[config.mk]
export PLATFORM = sky130hd
export DESIGN_NAME = twm_master_tx
export DESIGN_NICKNAME = d
export VERILOG_FILES = /design/src/hdl/twm_master_tx.v /design/src/hdl/twm_sync.v
export VERILOG_INCLUDE_DIRS = /design/src /design/src/include
export SDC_FILE = /design/constraint.sdc
export NUM_CORES = 1
export LEC_CHECK = 0
export BUFFER_PORTS_ARGS = -buffer_cell sky130_fd_sc_hd__buf_2
export CAP_MARGIN = 30
export CORE_ASPECT_RATIO = 1.1
export CORE_MARGIN = 2
export CORE_UTILIZATION = 50
export CTS_BUF_LIST = sky130_fd_sc_hd__clkbuf_16
export CTS_CLUSTER_DIAMETER = 100
export DETAILED_ROUTE_END_ITERATION = 6
export GPL_ROUTABILITY_DRIVEN = 0
export PLACE_DENSITY_LB_ADDON = 0.12
export SYNTH_ARGS = -nofsm -noshare
export SYNTH_HDL_FRONTEND = slang
export SYNTH_SLANG_ARGS = --single-unit
[constraint.sdc]
create_clock -name sys_clk_i -period 3.71 [get_ports sys_clk_i]
set_input_delay 0.371 -clock sys_clk_i [delete_from_list [all_inputs] [get_ports sys_clk_i]]
set_output_delay 0.371 -clock sys_clk_i [all_outputs]
set_load 0.005 [all_outputs]
[src/include/twm_map.vh]
`ifndef TWM_MAP_VH
`define TWM_MAP_VH
// Register offsets
`define TWM_ADDR_DATA 2'h0
`define TWM_ADDR_STATUS 2'h1
`define TWM_ADDR_CONTROL 2'h2
// bus_control field positions
`define TWM_CTL_FLAG 7
`define TWM_CTL_ACK 6
`define TWM_CTL_STA 5
`define TWM_CTL_STO 4
`define TWM_CTL_WC 3
`define TWM_CTL_EN 2
`define TWM_CTL_IE 0
// Reset values
`define TWM_RST_CONTROL 8'h00
`define TWM_RST_DATA 8'hFF
`define TWM_RST_STATUS 8'hF8
// Status codes, prescaler bits zero
`define TWM_ST_START 8'h08
`define TWM_ST_RSTART 8'h10
`define TWM_ST_AW_ACK 8'h18
`define TWM_ST_AW_NACK 8'h20
`define TWM_ST_D_ACK 8'h28
`define TWM_ST_D_NACK 8'h30
`define TWM_ST_LOST 8'h38
`define TWM_ST_AR_ACK 8'h40
`define TWM_ST_AR_NACK 8'h48
`define TWM_ST_NONE 8'hF8
// Timing: quarter of a bus bit period
`define TWM_QTR_NS 2500
`define TWM_CLK_NS 25
`define TWM_QTR_CYC ((`TWM_QTR_NS + `TWM_CLK_NS - 1) / `TWM_CLK_NS)
`endif

[src/hdl/twm_master_tx.v]
// Overview of operation
// - Two roles, transmit and receive; software decides which are legal
// - Flag set suspends transfer; status prescaler masked
// - Start request with enable and flag clear issues START when free
// - After START set flag, status 08
// - Last address bit selects transmit or receive role
// - After write address ack set flag, 18/20/38
// - Data write while flag low discarded, collision set
// - Stop request with flag clear issues STOP
// - Start request mid-transfer gives repeated START, 10
// - On 08 address sent and acknowledge sampled
// - On 10 read address switches to receive role
// - On 18 start/stop bits choose next action
// - On 20 send byte or repeated START
// - Hardware clears stop request after STOP
// - Read bit high, write low, ack low
// - Clock held low while flag set, except after arbitration loss or disable
// - Flag stays cleared after STOP
// - Arbitration loss gives 38; start queues START
`timescale 1ns/100ps
`default_nettype none
`include "twm_map.vh"
module twm_master_tx #(
  parameter QTR_CYC = `TWM_QTR_CYC
) (
  // Clock and reset
  input wire sys_clk_i,
  input wire rst_i,
  // Register port
  input wire [1:0] addr_i,
  input wire [7:0] wdata_i,
  input wire wr_i,
  input wire rd_i,
  output reg [7:0] rdata_o,
  // Two-wire bus, open drain: enable high pulls the line low
  input wire scl_i,
  output reg scl_o,
  output reg scl_oe_o,
  input wire sda_i,
  output reg sda_o,
  output reg sda_oe_o,
  // Processor request
  output reg irq_o
);
  localparam S_IDLE = 3'd0;
  localparam S_WFREE = 3'd1;
  localparam S_START = 3'd2;
  localparam S_BIT = 3'd3;
  localparam S_HOLD = 3'd4;
  localparam S_RST = 3'd5;
  localparam S_STOP = 3'd6;
  localparam S_LOST = 3'd7;
  localparam [31:0] QTR_M1 = QTR_CYC - 1;
  localparam [15:0] QTR_LAST = QTR_M1[15:0];

  wire scl_s;
  wire sda_s;
  reg [2:0] state_r;
  reg [1:0] ph_r;
  reg [3:0] bc_r;
  reg [15:0] cnt_r;
  reg [7:0] data_r;
  reg [7:0] sh_r;
  reg [7:0] status_r;
  reg flag_r;
  reg ack_en_r;
  reg sta_r;
  reg sto_r;
  reg wc_r;
  reg en_r;
  reg ie_r;
  reg is_addr_r;
  reg rep_r;
  reg mr_r;
  reg busy_r;
  reg sda_d_r;
  reg flag_set;
  wire tick;
  wire wr_ctl;
  wire wr_dat;
  wire clr;
  wire [7:0] ctl_rd;

  twm_sync #(.RST_VAL(1'b1)) u_sync_scl (
    .sys_clk_i(sys_clk_i),
    .rst_i(rst_i),
    .async_i(scl_i),
    .level_o(scl_s)
  );

  twm_sync #(.RST_VAL(1'b1)) u_sync_sda (
    .sys_clk_i(sys_clk_i),
    .rst_i(rst_i),
    .async_i(sda_i),
    .level_o(sda_s)
  );

  assign tick = (cnt_r == QTR_LAST);
  assign wr_ctl = wr_i && (addr_i == `TWM_ADDR_CONTROL);
  assign wr_dat = wr_i && (addr_i == `TWM_ADDR_DATA);
  // Flag clear only moves the sequencer when the same write keeps the unit enabled
  assign clr = wr_ctl && wdata_i[`TWM_CTL_FLAG] && wdata_i[`TWM_CTL_EN];
  assign ctl_rd = {flag_r, ack_en_r, sta_r, sto_r, wc_r, en_r, 1'b0, ie_r};

  // Quarter-bit timebase, free-running, restarted only at reset and at each tick
  always @(posedge sys_clk_i) begin
    if (rst_i || tick) begin
      cnt_r <= 16'h0000;
    end else begin
      cnt_r <= cnt_r + 16'h0001;
    end
  end

  // Bus busy from START and STOP seen on the wires, ours included
  always @(posedge sys_clk_i) begin
    if (rst_i) begin
      sda_d_r <= 1'b1;
      busy_r <= 1'b0;
    end else begin
      sda_d_r <= sda_s;
      if (scl_s && sda_d_r && !sda_s) begin
        busy_r <= 1'b1;
      end else if (scl_s && !sda_d_r && sda_s) begin
        busy_r <= 1'b0;
      end
    end
  end

  // Read data stand one cycle after the strobe
  always @(posedge sys_clk_i) begin
    if (rst_i) begin
      rdata_o <= 8'h00;
    end else if (rd_i) begin
      case (addr_i)
        `TWM_ADDR_DATA: rdata_o <= data_r;
        `TWM_ADDR_STATUS: rdata_o <= status_r;
        `TWM_ADDR_CONTROL: rdata_o <= ctl_rd;
        default: rdata_o <= 8'h00;
      endcase
    end else begin
      rdata_o <= 8'h00;
    end
  end

  // Data register and write collision
  always @(posedge sys_clk_i) begin
    if (rst_i) begin
      data_r <= `TWM_RST_DATA;
      wc_r <= 1'b0;
    end else if (wr_dat) begin
      if (flag_r) begin
        data_r <= wdata_i;
        wc_r <= 1'b0;
      end else begin
        wc_r <= 1'b1;
      end
    end
  end

  // Completion flag: a set in the same cycle as a clear wins
  always @(posedge sys_clk_i) begin
    if (rst_i) begin
      flag_r <= 1'b0;
      irq_o <= 1'b0;
    end else begin
      flag_r <= flag_set || (flag_r && !(wr_ctl && wdata_i[`TWM_CTL_FLAG]));
      irq_o <= flag_r && ie_r;
    end
  end

  // Sequencer for START, bytes, repeated START and STOP
  always @(posedge sys_clk_i) begin
    if (rst_i) begin
      state_r <= S_IDLE;
      ph_r <= 2'd0;
      bc_r <= 4'd0;
      sh_r <= 8'h00;
      status_r <= `TWM_RST_STATUS;
      ack_en_r <= 1'b0;
      sta_r <= 1'b0;
      sto_r <= 1'b0;
      en_r <= 1'b0;
      ie_r <= 1'b0;
      is_addr_r <= 1'b0;
      rep_r <= 1'b0;
      mr_r <= 1'b0;
      flag_set <= 1'b0;
      scl_oe_o <= 1'b0;
      sda_oe_o <= 1'b0;
      scl_o <= 1'b0;
      sda_o <= 1'b0;
    end else begin
      flag_set <= 1'b0;
      if (wr_ctl) begin
        ack_en_r <= wdata_i[`TWM_CTL_ACK];
        sta_r <= wdata_i[`TWM_CTL_STA];
        sto_r <= wdata_i[`TWM_CTL_STO];
        en_r <= wdata_i[`TWM_CTL_EN];
        ie_r <= wdata_i[`TWM_CTL_IE];
      end
      if (wr_ctl && !wdata_i[`TWM_CTL_EN]) begin
        // Disabling drops the bus at once, mid-byte or not
        state_r <= S_IDLE;
        scl_oe_o <= 1'b0;
        sda_oe_o <= 1'b0;
        mr_r <= 1'b0;
        status_r <= `TWM_ST_NONE;
      end else begin
        case (state_r)
          S_IDLE: begin
            if (clr && wdata_i[`TWM_CTL_STA]) begin
              state_r <= S_WFREE;
              rep_r <= 1'b0;
            end
            if (clr && wdata_i[`TWM_CTL_STO] && !wdata_i[`TWM_CTL_STA]) begin
              sto_r <= 1'b0;
            end
          end
          S_WFREE: begin
            if (!busy_r && scl_s && sda_s && tick) begin
              sda_oe_o <= 1'b1;
              state_r <= S_START;
            end
          end
          S_START: begin
            if (tick) begin
              scl_oe_o <= 1'b1;
              flag_set <= 1'b1;
              status_r <= rep_r ? `TWM_ST_RSTART : `TWM_ST_START;
              is_addr_r <= 1'b1;
              mr_r <= 1'b0;
              state_r <= S_HOLD;
            end
          end
          S_HOLD: begin
            scl_oe_o <= 1'b1;
            if (clr && wdata_i[`TWM_CTL_STO]) begin
              state_r <= S_STOP;
              ph_r <= 2'd0;
            end else if (clr && wdata_i[`TWM_CTL_STA]) begin
              state_r <= S_RST;
              ph_r <= 2'd0;
              rep_r <= 1'b1;
            end else if (clr && !mr_r) begin
              sh_r <= data_r;
              bc_r <= 4'd0;
              ph_r <= 2'd0;
              state_r <= S_BIT;
            end
          end
          S_BIT: begin
            if (tick) begin
              case (ph_r)
                2'd0: begin
                  // Ninth bit releases the data line for the acknowledge
                  sda_oe_o <= (bc_r < 4'd8) ? !sh_r[7] : 1'b0;
                  ph_r <= 2'd1;
                end
                2'd1: begin
                  scl_oe_o <= 1'b0;
                  ph_r <= 2'd2;
                end
                2'd2: begin
                  // Wait here while a slave stretches the clock
                  if (scl_s) begin
                    if (bc_r < 4'd8 && sh_r[7] && !sda_s) begin
                      sda_oe_o <= 1'b0;
                      flag_set <= 1'b1;
                      status_r <= `TWM_ST_LOST;
                      state_r <= S_LOST;
                    end else begin
                      if (bc_r == 4'd8) begin
                        sh_r[0] <= sda_s;
                      end
                      ph_r <= 2'd3;
                    end
                  end
                end
                default: begin
                  scl_oe_o <= 1'b1;
                  if (bc_r == 4'd8) begin
                    flag_set <= 1'b1;
                    state_r <= S_HOLD;
                    is_addr_r <= 1'b0;
                    if (is_addr_r && mr_r) begin
                      status_r <= sh_r[0] ? `TWM_ST_AR_NACK : `TWM_ST_AR_ACK;
                    end else if (is_addr_r) begin
                      status_r <= sh_r[0] ? `TWM_ST_AW_NACK : `TWM_ST_AW_ACK;
                    end else begin
                      status_r <= sh_r[0] ? `TWM_ST_D_NACK : `TWM_ST_D_ACK;
                    end
                  end else begin
                    if (bc_r == 4'd7 && is_addr_r) begin
                      mr_r <= sh_r[7];
                    end
                    sh_r <= {sh_r[6:0], 1'b0};
                    bc_r <= bc_r + 4'd1;
                    ph_r <= 2'd0;
                  end
                end
              endcase
            end
          end
          S_RST: begin
            if (tick) begin
              case (ph_r)
                2'd0: begin
                  sda_oe_o <= 1'b0;
                  ph_r <= 2'd1;
                end
                2'd1: begin
                  scl_oe_o <= 1'b0;
                  ph_r <= 2'd2;
                end
                default: begin
                  if (scl_s) begin
                    sda_oe_o <= 1'b1;
                    state_r <= S_START;
                  end
                end
              endcase
            end
          end
          S_STOP: begin
            if (tick) begin
              case (ph_r)
                2'd0: begin
                  sda_oe_o <= 1'b1;
                  ph_r <= 2'd1;
                end
                2'd1: begin
                  scl_oe_o <= 1'b0;
                  ph_r <= 2'd2;
                end
                2'd2: begin
                  if (scl_s) begin
                    sda_oe_o <= 1'b0;
                    ph_r <= 2'd3;
                  end
                end
                default: begin
                  // No flag after a STOP; a pending start goes on after it
                  sto_r <= 1'b0;
                  status_r <= `TWM_ST_NONE;
                  rep_r <= 1'b0;
                  state_r <= sta_r ? S_WFREE : S_IDLE;
                end
              endcase
            end
          end
          default: begin
            // Arbitration lost: bus released, only a queued START can follow
            scl_oe_o <= 1'b0;
            sda_oe_o <= 1'b0;
            if (clr) begin
              rep_r <= 1'b0;
              status_r <= `TWM_ST_NONE;
              state_r <= wdata_i[`TWM_CTL_STA] ? S_WFREE : S_IDLE;
            end
          end
        endcase
      end
    end
  end
endmodule // twm_master_tx
`default_nettype wire

[src/hdl/twm_sync.v]
`timescale 1ns/100ps
`default_nettype none
module twm_sync #(
  parameter RST_VAL = 1'b1
) (
  // Clock and reset
  input wire sys_clk_i,
  input wire rst_i,
  // Asynchronous level in, filtered level out
  input wire async_i,
  output reg level_o
);
  reg ff1_r;
  reg ff2_r;
  reg ff3_r;

  // A change is taken only once the second and third stages agree
  always @(posedge sys_clk_i) begin
    if (rst_i) begin
      ff1_r <= RST_VAL;
      ff2_r <= RST_VAL;
      ff3_r <= RST_VAL;
      level_o <= RST_VAL;
    end else begin
      ff1_r <= async_i;
      ff2_r <= ff1_r;
      ff3_r <= ff2_r;
      if (ff2_r == ff3_r) begin
        level_o <= ff3_r;
      end
    end
  end
endmodule // twm_sync
`default_nettype wire

==> out/results.ini <==
[outcome]
outcome=complete, no violations

[sta]
hold_viol=0
finalClockSkew_ns=0.005469
final_max_slew_viol_count=0
slew_headroom_pct=41.50
fin_crit_sh_pct=71.67
max_freq_ghz=0.3761
period_minus_slack_ns=2.659
tns_ns=0
grt_setup_unrepaired=false
worst_pin_slew_ns=0.8762
finalSetupViolCount=0

[worst_setup_path]
critical_path_required_ns=3.91
worstPathArrival_ns=2.86
critPathLaunchType=flip-flop
path_class=reg2reg
crit_family=flip-flops
crit_chain=nand3b_1 -> a211oi_1 -> a2111oi_4 -> nand3_2 -> mux2i_1 -> nor2_1
critPathMaxFanout=27
path_buf_inv=0
cp_slowest_cell=dfxtp_1
end_kind=flip-flop
slowest_delay_ns=0.89

[global_route]
grt.total_usage_pct=22.64
grt_pass1_vias=3426
grt_use_met1_pct=27.26
busiest_layer=met2
grt_max_degree=30
met2_usage_pct=41.14
grt_pass1_wl_mm=16.43
met3_usage_pct=3.106
overflow=0
grt_antenna_before_repair=0

[hold_path]
hold_path_class=in2reg

[drt]
viasPerCell=5.624
drtPass1Iterations=4
drt_iter0_markers=156
wl_per_cell_um=15.77
routed_wirelength_mm=9.902
via_count=3532
drc=0
postRouteAntennaNets=0

[floorplanning]
fp.coreArea_um2=7998
die_h_um=99.67
rows=34
die_w_um=90.97
die_area_um2=9067
io_pins=29
start_util_pct=52.02

[run]
drv_cap=0

[finish]
final_cell_mix=78 x dfxtp_1, 70 x nand2_1, 66 x nor2_1
fillers=799
areaGrowthSynthToFinish_pct=10.50
ff_latch_area_um2=1562
diodes=0
final_common_cell=dfxtp_1
drive_gt1_share_pct=13.08
layoutNonFillerInstCount=628
fin_nets=540
multiInputGateArea_um2=2402

[clocking]
post-cts-setup-buffers=0
cts_resized=0
root_buffer=clkbuf_16
clock-sinks=78
clock_latency_ns=0.33
holdBufCountCts=0
path_clk_slew_ns=0.06
numCtsBuffers=9
htree_levels=3
clock_path_buffers=2
cts_tree=yes

[yosys]
synth.avg_cell_area_um2=8.222
seq_area_frac_synth_pct=37.53
ys_warn_count=0
synth-edff-count=0
netlist_instances=506
yosys_register_bits=78
ys_async_sr_fraction_pct=0
synth_flop_cell=dfxtp_1
syn_area_um2=4160
ys_types=70

[placement]
io_buffers=26
place_inst=613
hpwl_mm=6.936

[power_and_ir_drop]
ir_drop_v=0.0002167
p_per_area_nw_per_um2=522.1
power.leakage_nw=1.761

sequential cells by signal, summed over array words and instances, names as in the netlist, 2 cells and up:
register  cells
status_r      5
ph_r          2
cnt_r        16
sh_r          8
bc_r          4
state_r       3
rdata_o       8
data_r        8
cell families (layout without fill, tap and decap cells):
group / Yosys count / count (layout) / share of synthesized area, %
multiplexers: 29 / 29 / 6.977
XOR/XNOR: 13 / 13 / 2.737
AO/OA/AOI/OAI: 103 / 103 / 16.90
flip-flops: 78 / 78 / 37.53
AND/OR/NAND/NOR: 234 / 234 / 28.54
other: 1 / 2 / 0.09014
buffers and inverters: 40 / 53 / 4.812
adder cells (fa/ha/maj): 8 / 8 / 2.406
final timing paths:
check,start,to,slack (ns),cells past startpoint
setup reg to reg,state_r[0],state_r[1],1.05,6
hold reg to reg,u_sync_scl.ff1_r,u_sync_scl.ff2_r,0.41,1
hold / removal,scl_i,u_sync_scl.ff1_r,0.21,2
setup / recovery,state_r[0],state_r[1],1.05,6
worst register-to-register path: stages (launching register included):
cell and delay [ns]:
dfxtp_1 0.89, nand3b_1 0.64, a211oi_1 0.52, a2111oi_4 0.13
nand3_2 0.12, mux2i_1 0.19, nor2_1 0.05
per-layer routing:
| metal | vias up | part of all wire (%) |
|---|---|---|
| li1 | 1784 | - |
| met1 | 1673 | 46 |
| met2 | 62 | 50 |
| met4 | 0 | 1.5 |
| met3 | 13 | 3.0 |
| met5 | - | 0 |
final cells by class:
| cell class | count | share of cell area (%) |
|---|---|---|
| tap | 108 | 2.940 |
| clock inverter | 6 | 1.878 |
| clock buffer | 9 | 4.899 |
| sequential | 78 | 33.97 |
| inverter | 9 | 0.7349 |
| multi-input combinational | 389 | 52.26 |
| timing repair buffer | 29 | 3.321 |
cells in the mapped netlist, types with 7 or more instances:
cell / n / area [um^2]
nor3b_1: 7 / 52.55
nand2b_1: 10 / 62.56
o21ai_0: 23 / 115.1
clkbuf_1: 10 / 37.54
or2_2: 7 / 43.79
a21oi_1: 37 / 185.2
inv_1: 8 / 30.03
buf_2: 11 / 55.05
nand3_1: 17 / 85.08
nor3_1: 15 / 75.07
ha_1: 8 / 100.1
nor2_1: 66 / 247.7
xor2_1: 8 / 70.07
nand2_1: 70 / 262.8
dfxtp_1: 78 / 1562
mux2i_1: 29 / 290.3
power by group:
part	leakage (nW)	switching [W]	internal (W)
Clock	0.152	0.000344	0.000585
Combinational	0.976	0.000295	0.000217
Sequential	0.633	0.0000888	0.000870
stage by stage:
| stage | utilization [%] | hold slack [ns] | setup WS [ns] | area, um^2 | total power, W |
|---|---|---|---|---|---|
| final | 57.48 | 0.2149 | 1.051 | 4597 | 0.002400 |
| after floorplan | - | 0.3895 | 1.734 | 4164 | 0.001376 |
| after global routing | 57.48 | 0.2096 | 0.8286 | 4597 | 0.002509 |
| after detailed placement | 53.58 | 0.3942 | 1.087 | 4285 | 0.001475 |
| after CTS | 57.48 | 0.2060 | 1.084 | 4597 | 0.002410 |
| after global placement | 53.58 | 0.3920 | 1.196 | 4285 | 0.001468 |
No activity file was read; power rests on OpenSTA's default activity.
